<file path="src/ebpsb_consts.svh">
// Offsets, field positions, masks and reset values of the pin select bank
`ifndef EBPSB_CONSTS_SVH
`define EBPSB_CONSTS_SVH

`define EBPSB_ADDR_W 12
`define EBPSB_OFS_ENB 12'h000
`define EBPSB_OFS_ENA 12'h004
`define EBPSB_OFS_EFF 12'h008

`define EBPSB_ENB_MASK 32'h03ff_ffff
`define EBPSB_ENA_MASK 32'h0000_0003
`define EBPSB_ENB_RST 32'h0000_0000
`define EBPSB_ENA_RST 32'h0000_0000

`define EBPSB_B_RSVD_MSB 31
`define EBPSB_B_RSVD_LSB 26
`define EBPSB_B_RELOC 25
`define EBPSB_B_D15 24
`define EBPSB_B_DHI_MSB 24
`define EBPSB_B_DHI_LSB 17
`define EBPSB_B_D14_MSB 23
`define EBPSB_B_D_LSB 9
`define EBPSB_B_DLO_MSB 16
`define EBPSB_B_A_MSB 8
`define EBPSB_B_A_LSB 3
`define EBPSB_B_A1 2
`define EBPSB_B_CS0 1
`define EBPSB_B_ALE 0

`define EBPSB_A_COL_LO 0
`define EBPSB_A_COL_HI 1

`define EBPSB_RESP_OKAY 2'h0
`define EBPSB_RESP_SLVERR 2'h2

`endif

</file>
<file path="src/ebpsb_pkg.sv">
// Types shared by the pin select bank
`default_nettype none
package ebpsb_pkg;
   // One bit or value per user external bus pin of a relocation set
   typedef struct packed {
      logic [15:0] data;
      logic [7:1] addr;
      logic cs0;
      logic ale;
   } ebpsb_pins_t;

   typedef enum logic [1:0] {
      EBPSB_SEL_ENB,
      EBPSB_SEL_ENA,
      EBPSB_SEL_EFF,
      EBPSB_SEL_NONE
   } ebpsb_sel_t;
endpackage
`default_nettype wire

</file>
<file path="src/ebpsb_pad_set.sv">
// Registered pad drive for one relocation set of the user external bus
`default_nettype none
module ebpsb_pad_set (
   input wire logic aclk,
   input wire logic aresetn,
   input wire logic set_active,
   input wire ebpsb_pkg::ebpsb_pins_t ctl_out,
   input wire ebpsb_pkg::ebpsb_pins_t eff_oe,
   output ebpsb_pkg::ebpsb_pins_t pad_out,
   output ebpsb_pkg::ebpsb_pins_t pad_oe
);
   // Value passes untouched; only the enable is gated, one cycle late
   always_ff @(posedge aclk) begin
      if (!aresetn) begin
         pad_out <= '0;
      end else begin
         pad_out <= ctl_out;
      end
   end

   always_ff @(posedge aclk) begin
      if (!aresetn) begin
         pad_oe <= '0;
      end else if (set_active) begin
         pad_oe <= eff_oe;
      end else begin
         pad_oe <= '0;
      end
   end
endmodule // ebpsb_pad_set
`default_nettype wire

</file>
<file path="src/ebpsb_bank.sv">
// Pin select bank for the user external bus, with AXI4-Lite registers
//
// Local design decisions: the AXI4-Lite interface to the registers and the register addresses.
`include "ebpsb_consts.svh"
`default_nettype none
module ebpsb_bank (
   input wire logic aclk,
   input wire logic aresetn,
   input wire logic standby_reset,
   input wire logic [`EBPSB_ADDR_W-1:0] s_axi_awaddr,
   input wire logic [2:0] s_axi_awprot,
   input wire logic s_axi_awvalid,
   output logic s_axi_awready,
   input wire logic [31:0] s_axi_wdata,
   input wire logic [3:0] s_axi_wstrb,
   input wire logic s_axi_wvalid,
   output logic s_axi_wready,
   output logic [1:0] s_axi_bresp,
   output logic s_axi_bvalid,
   input wire logic s_axi_bready,
   input wire logic [`EBPSB_ADDR_W-1:0] s_axi_araddr,
   input wire logic [2:0] s_axi_arprot,
   input wire logic s_axi_arvalid,
   output logic s_axi_arready,
   output logic [31:0] s_axi_rdata,
   output logic [1:0] s_axi_rresp,
   output logic s_axi_rvalid,
   input wire logic s_axi_rready,
   input wire ebpsb_pkg::ebpsb_pins_t ctl_out,
   output logic [15:0] ctl_data_in,
   output logic pin_relocation_select,
   output ebpsb_pkg::ebpsb_pins_t pad0_out,
   output ebpsb_pkg::ebpsb_pins_t pad0_oe,
   input wire logic [15:0] pad0_data_in,
   output ebpsb_pkg::ebpsb_pins_t pad1_out,
   output ebpsb_pkg::ebpsb_pins_t pad1_oe,
   input wire logic [15:0] pad1_data_in
);
   logic bus_rst;
   logic aw_take, w_take, ar_take, do_write;
   logic aw_held_q, aw_held_d, w_held_q, w_held_d;
   logic [`EBPSB_ADDR_W-1:0] aw_addr_q;
   logic [31:0] w_data_q;
   logic [3:0] w_strb_q;
   logic bvalid_d, rvalid_d;
   logic [31:0] enb_q, ena_q, eff_word, rdata_d;
   logic [1:0] rresp_d;
   ebpsb_pkg::ebpsb_sel_t wr_sel, rd_sel, rd_sel_q;
   ebpsb_pkg::ebpsb_pins_t eff_oe;
   logic [15:0] data_in_sel;

   function automatic ebpsb_pkg::ebpsb_sel_t decode_sel(
      input logic [`EBPSB_ADDR_W-1:0] addr);
      unique case (addr)
         `EBPSB_OFS_ENB: decode_sel = ebpsb_pkg::EBPSB_SEL_ENB;
         `EBPSB_OFS_ENA: decode_sel = ebpsb_pkg::EBPSB_SEL_ENA;
         `EBPSB_OFS_EFF: decode_sel = ebpsb_pkg::EBPSB_SEL_EFF;
         default: decode_sel = ebpsb_pkg::EBPSB_SEL_NONE;
      endcase
   endfunction

   // Byte lanes merge into the old value; reserved bits always land as zero
   function automatic logic [31:0] merge_strb(
      input logic [31:0] old_val,
      input logic [31:0] new_val,
      input logic [3:0] strb,
      input logic [31:0] mask);
      logic [31:0] res;
      res = old_val;
      for (int i = 0; i < 4; i++) begin
         if (strb[i]) begin
            res[i*8 +: 8] = new_val[i*8 +: 8];
         end
      end
      merge_strb = res & mask;
   endfunction

   // Standby reset only restarts the bus handshake, never the fields
   assign bus_rst = !aresetn || standby_reset;
   assign aw_take = s_axi_awvalid && s_axi_awready;
   assign w_take = s_axi_wvalid && s_axi_wready;
   assign ar_take = s_axi_arvalid && s_axi_arready;
   assign do_write = aw_held_q && w_held_q && !s_axi_bvalid;
   assign wr_sel = decode_sel(aw_addr_q);
   assign rd_sel = decode_sel(s_axi_araddr);
   assign aw_held_d = (aw_held_q && !do_write) || aw_take;
   assign w_held_d = (w_held_q && !do_write) || w_take;
   assign bvalid_d = do_write || (s_axi_bvalid && !s_axi_bready);
   assign rvalid_d = ar_take || (s_axi_rvalid && !s_axi_rready);

   always_ff @(posedge aclk) begin
      if (bus_rst) begin
         aw_held_q <= 1'b0;
         s_axi_awready <= 1'b0;
      end else begin
         aw_held_q <= aw_held_d;
         s_axi_awready <= !aw_held_d;
      end
   end

   always_ff @(posedge aclk) begin
      if (bus_rst) begin
         w_held_q <= 1'b0;
         s_axi_wready <= 1'b0;
      end else begin
         w_held_q <= w_held_d;
         s_axi_wready <= !w_held_d;
      end
   end

   always_ff @(posedge aclk) begin
      if (!aresetn) begin
         aw_addr_q <= '0;
         w_data_q <= '0;
         w_strb_q <= '0;
      end else begin
         if (aw_take) begin
            aw_addr_q <= s_axi_awaddr;
         end
         if (w_take) begin
            w_data_q <= s_axi_wdata;
            w_strb_q <= s_axi_wstrb;
         end
      end
   end

   always_ff @(posedge aclk) begin
      if (bus_rst) begin
         s_axi_bvalid <= 1'b0;
         s_axi_bresp <= `EBPSB_RESP_OKAY;
      end else begin
         s_axi_bvalid <= bvalid_d;
         if (do_write) begin
            if (wr_sel == ebpsb_pkg::EBPSB_SEL_ENB ||
                wr_sel == ebpsb_pkg::EBPSB_SEL_ENA) begin
               s_axi_bresp <= `EBPSB_RESP_OKAY;
            end else begin
               s_axi_bresp <= `EBPSB_RESP_SLVERR;
            end
         end
      end
   end

   // Only the full reset clears the fields
   always_ff @(posedge aclk) begin
      if (!aresetn) begin
         enb_q <= `EBPSB_ENB_RST;
      end else if (do_write && wr_sel == ebpsb_pkg::EBPSB_SEL_ENB) begin
         enb_q <= merge_strb(enb_q, w_data_q, w_strb_q,
                             `EBPSB_ENB_MASK);
      end
   end

   always_ff @(posedge aclk) begin
      if (!aresetn) begin
         ena_q <= `EBPSB_ENA_RST;
      end else if (do_write && wr_sel == ebpsb_pkg::EBPSB_SEL_ENA) begin
         ena_q <= merge_strb(ena_q, w_data_q, w_strb_q, `EBPSB_ENA_MASK);
      end
   end

   // Collective controls win over the per-bit enables
   always_comb begin
      eff_oe.data[15:8] = enb_q[`EBPSB_B_DHI_MSB:`EBPSB_B_DHI_LSB];
      eff_oe.data[7:0] = enb_q[`EBPSB_B_DLO_MSB:`EBPSB_B_D_LSB];
      eff_oe.addr[7:2] = enb_q[`EBPSB_B_A_MSB:`EBPSB_B_A_LSB];
      eff_oe.addr[1] = enb_q[`EBPSB_B_A1];
      eff_oe.cs0 = enb_q[`EBPSB_B_CS0];
      eff_oe.ale = enb_q[`EBPSB_B_ALE];
      if (ena_q[`EBPSB_A_COL_HI]) begin
         eff_oe.data[15:8] = '1;
      end
      if (ena_q[`EBPSB_A_COL_LO]) begin
         eff_oe.data[7:0] = '1;
         eff_oe.addr = '1;
         eff_oe.cs0 = 1'b1;
      end
   end

   assign eff_word = {enb_q[`EBPSB_B_RSVD_MSB:`EBPSB_B_RELOC + 1],
                      enb_q[`EBPSB_B_RELOC], eff_oe};

   always_comb begin
      rdata_d = '0;
      rresp_d = `EBPSB_RESP_OKAY;
      unique case (rd_sel)
         ebpsb_pkg::EBPSB_SEL_ENB: rdata_d = enb_q;
         ebpsb_pkg::EBPSB_SEL_ENA: rdata_d = ena_q;
         ebpsb_pkg::EBPSB_SEL_EFF: rdata_d = eff_word;
         ebpsb_pkg::EBPSB_SEL_NONE: rresp_d = `EBPSB_RESP_SLVERR;
      endcase
   end

   always_ff @(posedge aclk) begin
      if (bus_rst) begin
         s_axi_rvalid <= 1'b0;
         s_axi_arready <= 1'b0;
         s_axi_rdata <= '0;
         s_axi_rresp <= `EBPSB_RESP_OKAY;
         rd_sel_q <= ebpsb_pkg::EBPSB_SEL_NONE;
      end else begin
         s_axi_rvalid <= rvalid_d;
         s_axi_arready <= !rvalid_d;
         if (ar_take) begin
            s_axi_rdata <= rdata_d;
            s_axi_rresp <= rresp_d;
            rd_sel_q <= rd_sel;
         end
      end
   end

   // Input path never depends on the drive enables
   assign data_in_sel = enb_q[`EBPSB_B_RELOC] ? pad1_data_in : pad0_data_in;

   always_ff @(posedge aclk) begin
      if (!aresetn) begin
         ctl_data_in <= '0;
         pin_relocation_select <= 1'b0;
      end else begin
         ctl_data_in <= data_in_sel;
         pin_relocation_select <= enb_q[`EBPSB_B_RELOC];
      end
   end

   ebpsb_pad_set u_set0 (
      .aclk(aclk),
      .aresetn(aresetn),
      .set_active(!enb_q[`EBPSB_B_RELOC]),
      .ctl_out(ctl_out),
      .eff_oe(eff_oe),
      .pad_out(pad0_out),
      .pad_oe(pad0_oe)
   );

   ebpsb_pad_set u_set1 (
      .aclk(aclk),
      .aresetn(aresetn),
      .set_active(enb_q[`EBPSB_B_RELOC]),
      .ctl_out(ctl_out),
      .eff_oe(eff_oe),
      .pad_out(pad1_out),
      .pad_oe(pad1_oe)
   );

   property p_reserved_zero;
      @(posedge aclk) disable iff (!aresetn)
      s_axi_rvalid && rd_sel_q == ebpsb_pkg::EBPSB_SEL_ENB |->
         s_axi_rdata[`EBPSB_B_RSVD_MSB:`EBPSB_B_RSVD_LSB] == '0;
   endproperty
   a_reserved_zero: assert property (p_reserved_zero)
      else $error("reserved bits read nonzero");

   property p_reloc_route;
      @(posedge aclk) disable iff (!aresetn)
      (pad1_oe != '0) |-> $past(enb_q[`EBPSB_B_RELOC]) &&
         (pad0_oe == '0);
   endproperty
   a_reloc_route: assert property (p_reloc_route)
      else $error("inactive pin set is driven");

   property p_data15;
      @(posedge aclk) disable iff (!aresetn)
      !ena_q[`EBPSB_A_COL_HI] && !enb_q[`EBPSB_B_RELOC] |=>
         pad0_oe.data[15] == $past(enb_q[`EBPSB_B_D15]);
   endproperty
   a_data15: assert property (p_data15)
      else $error("data line 15 enable wrong");

   property p_data_low;
      @(posedge aclk) disable iff (!aresetn)
      !ena_q[`EBPSB_A_COL_HI] && !ena_q[`EBPSB_A_COL_LO] &&
         !enb_q[`EBPSB_B_RELOC] |=>
         pad0_oe.data[14:0] ==
            $past(enb_q[`EBPSB_B_D14_MSB:`EBPSB_B_D_LSB]);
   endproperty
   a_data_low: assert property (p_data_low)
      else $error("data line 14..0 enables wrong");

   property p_input_path;
      @(posedge aclk) disable iff (!aresetn)
      1'b1 |=> ctl_data_in == $past(data_in_sel);
   endproperty
   a_input_path: assert property (p_input_path)
      else $error("pin input not routed to controller");

   property p_addr_oe;
      @(posedge aclk) disable iff (!aresetn)
      !ena_q[`EBPSB_A_COL_LO] && !enb_q[`EBPSB_B_RELOC] |=>
         pad0_oe.addr[7:2] == $past(enb_q[`EBPSB_B_A_MSB:`EBPSB_B_A_LSB]);
   endproperty
   a_addr_oe: assert property (p_addr_oe)
      else $error("address 7..2 enables wrong");

   property p_reset_clear;
      @(posedge aclk) disable iff (!aresetn)
      $rose(aresetn) |-> enb_q == `EBPSB_ENB_RST && pad0_oe == '0 &&
         pad1_oe == '0;
   endproperty
   a_reset_clear: assert property (p_reset_clear)
      else $error("state not clear after reset");

   property p_readback;
      @(posedge aclk) disable iff (!aresetn)
      ar_take && !standby_reset && rd_sel == ebpsb_pkg::EBPSB_SEL_ENB |=>
         s_axi_rvalid && s_axi_rdata == $past(enb_q);
   endproperty
   a_readback: assert property (p_readback)
      else $error("readback differs from register");

   property p_write_store;
      @(posedge aclk) disable iff (!aresetn)
      do_write && wr_sel == ebpsb_pkg::EBPSB_SEL_ENB && w_strb_q == '1 |=>
         enb_q == ($past(w_data_q) & `EBPSB_ENB_MASK) ##1
         $stable(enb_q) || s_axi_bvalid;
   endproperty
   a_write_store: assert property (p_write_store)
      else $error("write not stored");

   property p_col_hi;
      @(posedge aclk) disable iff (!aresetn)
      ena_q[`EBPSB_A_COL_HI] && !enb_q[`EBPSB_B_RELOC] |=>
         pad0_oe.data[15:8] == '1;
   endproperty
   a_col_hi: assert property (p_col_hi)
      else $error("collective high-data override failed");

   property p_col_lo;
      @(posedge aclk) disable iff (!aresetn)
      ena_q[`EBPSB_A_COL_LO] && !enb_q[`EBPSB_B_RELOC] |=>
         pad0_oe.data[7:0] == '1 && pad0_oe.addr == '1 && pad0_oe.cs0 &&
         pad0_oe.ale == $past(enb_q[`EBPSB_B_ALE]);
   endproperty
   a_col_lo: assert property (p_col_lo)
      else $error("collective low-group override failed");

   property p_standby_keep;
      @(posedge aclk) disable iff (!aresetn)
      standby_reset |=> enb_q == $past(enb_q) && ena_q == $past(ena_q);
   endproperty
   a_standby_keep: assert property (p_standby_keep)
      else $error("standby reset disturbed fields");

   property p_low_bits;
      @(posedge aclk) disable iff (!aresetn)
      !ena_q[`EBPSB_A_COL_LO] && !enb_q[`EBPSB_B_RELOC] |=>
         pad0_oe.ale == $past(enb_q[`EBPSB_B_ALE]) &&
         pad0_oe.cs0 == $past(enb_q[`EBPSB_B_CS0]) &&
         pad0_oe.addr[1] == $past(enb_q[`EBPSB_B_A1]);
   endproperty
   a_low_bits: assert property (p_low_bits)
      else $error("low enable bits wrong");

   property p_value_pass;
      @(posedge aclk) disable iff (!aresetn)
      1'b1 |=> pad0_out == $past(ctl_out) && pad1_out == $past(ctl_out);
   endproperty
   a_value_pass: assert property (p_value_pass)
      else $error("pad value altered");
endmodule // ebpsb_bank
`default_nettype wire

</file>
<file path="config.mk">
export PLATFORM = sky130hd
export DESIGN_NAME = ebpsb_bank
export DESIGN_NICKNAME = d
export VERILOG_FILES = /design/src/ebpsb_pkg.sv /design/src/ebpsb_pad_set.sv /design/src/ebpsb_bank.sv
export VERILOG_INCLUDE_DIRS = /design/src
export SDC_FILE = /design/constraint.sdc
export NUM_CORES = 1
export LEC_CHECK = 0
export ABC_AREA = 1
export BUFFER_PORTS_ARGS = -buffer_cell sky130_fd_sc_hd__buf_2
export CORE_MARGIN = 2
export CORE_UTILIZATION = 43
export CTS_CLUSTER_DIAMETER = 100
export DETAILED_ROUTE_END_ITERATION = 6
export PLACE_DENSITY_LB_ADDON = 0.2
export RECOVER_POWER = 25
export SYNTH_ARGS = -nofsm -noshare
export SYNTH_HDL_FRONTEND = slang
export SYNTH_SLANG_ARGS = --single-unit
</file>
<file path="constraint.sdc">
create_clock -name aclk -period 1.46 [get_ports aclk]
set_clock_uncertainty 0.2 [all_clocks]
set_input_delay 0.292 -clock aclk [delete_from_list [all_inputs] [get_ports aclk]]
set_output_delay 0.292 -clock aclk [all_outputs]
set_load 0.1 [all_outputs]
</file>
### Word-level counts from Yosys, hierarchy flattened

Cells that the tools add are included.

| cells by class | value |
|---|---|
| reduce and logical (&&, ||, !) cells | 36 |
| bitwise gates (word level) | 1 |
| multiplexer cells | 8 |
| equality and inequality tests | 8 |

Operators with widths:

| cell | count |
|---|---|
| 26-bit one-hot mux with 3 select lines | 1 |
| 16-bit two-way mux | 2 |
| 12-bit by 3-bit equality test with 1-bit output, second input constant | 2 |
| 12-bit by 4-bit equality test with 1-bit output, second input constant | 2 |
| 12-bit zero test | 2 |
| 2-bit one-hot mux with 3 select lines | 2 |
| 2-bit AND reduction | 6 |
| 1-bit logical AND | 11 |
| 1-bit zero test | 8 |
| 8-bit two-way mux | 1 |
| 1-bit logical OR | 6 |
| 2-bit by 1-bit equality test with 1-bit output, second input constant | 2 |
| 2-bit equality test, second input constant | 2 |
| 2-bit zero test | 2 |
| 2-bit two-way mux | 2 |
| 2-bit OR reduction | 1 |
| 1-bit NOT | 1 |

| word-level totals | value |
|---|---|
| bits of input ports | 131 |
| flip-flop bits (word level) | 205 |
| logic and storage cells | 85 |
| output and inout port bits | 158 |

### Longest topological paths before layout

| depth | value |
|---|---|
| word-level depth | 6 |
| gate-level depth with buffers | 8 |
| depth with buffers taken out | 7 |

### By module

Synthesis repeated with hierarchy kept, for this count alone.

| unflattened totals | value |
|---|---|
| cell total of the unflattened synthesis | 1,024 |
| area, all modules | 8,079.0 um^2 |

By module, submodules not included:

| module | seq. area each (um^2) | instances | cells each | area each (um^2) |
|---|---|---|---|---|
| ebpsb_bank | 2,442.3 | 1 | 712 | 4,988.5 |
| ebpsb_pad_set | 1,001.0 | 2 | 156 | 1,545.2 |

### Worst setup path before layout

No wires, ideal clock.

| timing | value |
|---|---|
| path type | register -> register |
| from | register s_axi_arready |
| to | register s_axi_rdata[22] |
| path slack | -0.735 ns |
| data required time | 1.189 ns |
| buffers on the path | 1 |
| arrival time | 1.924 ns |
| clock period less this slack | 2.195 ns |
| library setup time | 0.071 ns |
| stages on the path, launching flop included | 6 |
| cells stage by stage | dfxtp_1 -> nand2_1 -> clkinv_1 -> clkbuf_1 -> nand2_1 -> a21oi_1 |

| between the ends | value |
|---|---|
| longest elaborated chain between the ends | 1 |

RTL lines:

| item | RTL line | RTL |
|---|---|---|
| from (decl) | ebpsb_bank.sv:24 | `output logic s_axi_arready,` |
| from (signal assigned) | ebpsb_bank.sv:203 | `s_axi_arready <= !rvalid_d;` |
| 1-bit logical AND | ebpsb_bank.sv:82 | `assign ar_take = s_axi_arvalid && s_axi_arready;` |
| to (signal assigned) | ebpsb_bank.sv:205 | `s_axi_rdata <= rdata_d;` |
| to (decl) | ebpsb_bank.sv:25 | `output logic [31:0] s_axi_rdata,` |

No other way between the ends.
A chain may end at the register's enable or synchronous reset.

### Final worst setup path

| timing | value |
|---|---|
| from | register s_axi_bvalid |
| to | register enb_q[3] |

| between the ends | value |
|---|---|
| longest elaborated chain between the ends | 4 |

RTL lines:

| item | RTL line | RTL |
|---|---|---|
| from (decl) | ebpsb_bank.sv:19 | `output logic s_axi_bvalid,` |
| from (signal assigned) | ebpsb_bank.sv:132 | `s_axi_bvalid <= bvalid_d;` |
| 1-bit zero test | ebpsb_bank.sv:83 | `assign do_write = aw_held_q && w_held_q && !s_axi_bvalid;` |
| 1-bit logical AND | ebpsb_bank.sv:83 |  |
| 1-bit logical AND | ebpsb_bank.sv:148 | `end else if (do_write && wr_sel == ebpsb_pkg::EBPSB_SEL_ENB) begin` |
| 2-bit AND reduction (no source line) | -- |  |
| to (signal assigned) | ebpsb_bank.sv:147 | `` enb_q <= `EBPSB_ENB_RST; `` |
| to (signal assigned) | ebpsb_bank.sv:149 | `enb_q <= merge_strb(enb_q, w_data_q, w_strb_q,` |
| to (decl) | ebpsb_bank.sv:46 | `logic [31:0] enb_q, ena_q, eff_word, rdata_d;` |

No other way between the ends.

==> impl_metrics.env <==
export IMPL_status="finished with violations"
export IMPL_violations="negative setup slack"
export IMPL_num_rows=47
export IMPL_clock_sinks=197
export IMPL_synth_common_cells="nor2_1 (231), dfxtp_1 (197), nand2_1 (178), inv_1 (96), o21ai_0 (61)"
export IMPL_synthesis_area_um2=7200
export IMPL_fillers=952
export IMPL_core_area_um2=16500
export IMPL_ios=289
export IMPL_die_area_um2=17800
export IMPL_required_ns=1.63
export IMPL_yosysMostFrequentCell="nor2_1"
export IMPL_gp_routability_congestion=0.831
export IMPL_synth_largest_area_cell="dfxtp_1"
export IMPL_rsz0062_at_grt="true"
export IMPL_crit_path_cell_trace="inv_4, nand3_4, nor3_4, buf_6, buf_6, nand4_4, nand2_2, nand2_2, nor2_1"
export IMPL_tritoncts="built"
export IMPL_crit_slowest_cell="dfxtp_4"
export IMPL_synth_area_leaders="dfxtp_1 (55%), nor2_1 (12%), nand2_1 (9.3%)"
export IMPL_hold_ws_ns=0.0990
export IMPL_synthFlopType="dfxtp_1"
export IMPL_wl_um=24100
export IMPL_die_h_um=133
export IMPL_drv_slew=0
export IMPL_startpoint="s_axi_bvalid$_SDFF_PP0_"
export IMPL_cts_root_buffer="clkbuf_16"
export IMPL_hold_path_class="in -> reg"
export IMPL_drcViolationCount=0
export IMPL_drtAntennaViolNets=0
export IMPL_avgRoutedWirePerCell_um=15.2
export IMPL_async_flop_share_pct=0
export IMPL_clk_pin_slew_worst_paths_ns=0.08
export IMPL_vdd_ir_drop_worst_mv=0.804
export IMPL_yosysSeqAreaShare_pct=54.8
export IMPL_cp_endpoint="enb_q[3]$_SDFFE_PN0P_"
export IMPL_timing_rr_end="enb_q[3]$_SDFFE_PN0P_"
export IMPL_netlist_instances=946
export IMPL_drt_pre_antenna_iters=5
export IMPL_fin_nets=1480
export IMPL_area_growth_pct=85.0
export IMPL_startpoint_type="flop"
export IMPL_cp_max_fo=8
export IMPL_reg2reg_depth=9
export IMPL_dp_slack_ns=-0.366
export IMPL_clk_path_buf_depth=2
export IMPL_slowest_delay_ns=0.36
export IMPL_avgSynthCellArea_um2=7.61
export IMPL_tightest_slew_ns=0.509
export IMPL_synth_edf_count=0
export IMPL_grt_max_degree=44
export IMPL_die_w_um=133
export IMPL_setup_violations=90
export IMPL_yosysTopAreaCellShare_pct=54.8
export IMPL_grt_pass1_wl_um=36900
export IMPL_start_util_pct=43.7
export IMPL_drive_above_1_share_pct=41.1
export IMPL_routed_via_density=4.75
export IMPL_vias=7524
export IMPL_htreeDepth=4
export IMPL_ys_ff_latch=197
export IMPL_post_route_min_period_ns=1.65
export IMPL_portBuffers=268
export IMPL_endpoint_kind="flop"
export IMPL_numCtsBuffers=17
export IMPL_maxCapViolCount=0
export IMPL_synth_distinct_cells=21
export IMPL_slew_headroom_pct=66.1
export IMPL_p_leak_nw=6.17
export IMPL_yosysWarnings=0
export IMPL_crit_arrival_ns=1.82
export IMPL_clkLatencyLatePin_ns=0.43
export IMPL_criticalPathCategory="reg -> reg"
export IMPL_p_per_area_nw_per_um2=908
export IMPL_worst_slack_ns=-0.185
export IMPL_dp_hpwl_um=14800
export IMPL_grt_total_usage_pct=26.2
export IMPL_hold_viol=0
export IMPL_timing_final_crit_share_pct=113
export IMPL_rr_startpoint="s_axi_bvalid$_SDFF_PP0_"
export IMPL_antenna_found_initial=3
export IMPL_drt_iter0_markers=529
export IMPL_timing_fmax_mhz=608
export IMPL_post_route_util_pct=80.9
export IMPL_r2r_slack_ns=-0.19
export IMPL_overflow=0
export IMPL_grt_pass1_vias=7415
[area by class of cell]
type,count,area [um^2],area share [%]
multi-input combinational,578,2570,19.3
sequential,197,4190,31.5
tap,220,275,2.07
inverter,101,384,2.89
timing repair buffer,454,5340,40.1
antenna,3,7.51,0.0564
clock buffer,18,439,3.30
clock inverter,14,104,0.780
[how the worst min path moves through the flow]
stage	start	end	cells past startpoint
6_report	s_axi_awvalid	aw_addr_q[4]$_SDFFE_PN0P_	4
5_1_grt	standby_reset	s_axi_rresp[1]$_SDFFE_PP0P_	5
4_1_cts	s_axi_arvalid	s_axi_rvalid$_SDFF_PP0_	5
3_5_place_dp	w_data_q[24]$_SDFFE_PN0P_	w_data_q[24]$_SDFFE_PN0P_	2
3_3_place_gp	aw_addr_q[3]$_SDFFE_PN0P_	aw_addr_q[3]$_SDFFE_PN0P_	2
2_1_floorplan	ctl_out[10]	u_set0.pad_out[10]$_SDFF_PN0_	2
[metal layers]
layer / part of all wire, % / wire length, um / GRT usage [%] / vias to the layer above
met1: 38 / 9050 / 28.9 / 3491
met4: 3.2 / 775 / 11.1 / 0
met2: 53 / 12800 / 48.3 / 304
met3: 5.9 / 1430 / 5.67 / 62
li1: - / - / - / 3667
met5: 0 / 0 / 0 / -
[power by group]
group	total (W)	switching, W	leakage [nW]	internal (W)
clock	0.00435	0.00210	0.263	0.00224
combinational	0.00214	0.00130	4.24	0.000841
sequential	0.00561	0.000132	1.67	0.00548
[stage by stage]
step                      total power (W)  setup TNS (ns)  cell area (um^2)  instances
after floorplan                   0.00685           -5.24              7360        953
after global placement            0.00753           -8.77             11300       1428
after detailed placement          0.00756          -10.17             11300       1428
after CTS                          0.0120           -3.99             13100       1572
after global routing               0.0125           -9.39             13300       1585
final                              0.0121           -4.87             13300       1585
[cell families after synthesis]
| logic type | after synthesis | synth area share [%] |
|---|---|---|
| and+or+nand+nor | 468 | 26.1 |
| DFF | 197 | 54.8 |
| buffers and inverters | 179 | 12.0 |
| AOI/OAI and AO/OA | 101 | 7.06 |
| other | 1 | 0.0521 |
[state kept, by name (all words and copies together), names as in the netlist, 2 cells and up]
| name | count |
|---|---|
| aw_addr_q | 12 |
| ctl_data_in | 16 |
| ena_q | 2 |
| enb_q | 26 |
| s_axi_rdata | 26 |
| u_set0.pad_oe | 25 |
| u_set0.pad_out | 24 |
| u_set1.pad_oe | 25 |
| w_data_q | 26 |
| w_strb_q | 4 |
[cell usage in the layout (no fill, tap or decap), drive strengths merged]
cell and count:
buf 346, nor2 234, dfxtp 197, nand2 178, dlygate4sd3 103, inv 101
o21ai 67, nand3 50, a21oi 33, clkbuf 23, clkinv 11, conb 8
nand4 6, diode 3, clkinvlp 3, nor3 1, o211ai 1
[critical path: cells and delay by family (launching register included)]
family	cells	cell delay (ns)
buffers and inverters	3	0.32
DFF	1	0.36
and+or+nand+nor	6	0.69
[timing repair]
item	CTS	global route
gates resized for setup	109	42
pin swaps	2	13
setup endpoints to repair	179	165
gates cloned	1	1
buffers inserted	8	9
endpoints found under the hold margin	86	0
hold buffers	103	0
Note: power is estimated with default switching activity, not from simulation.
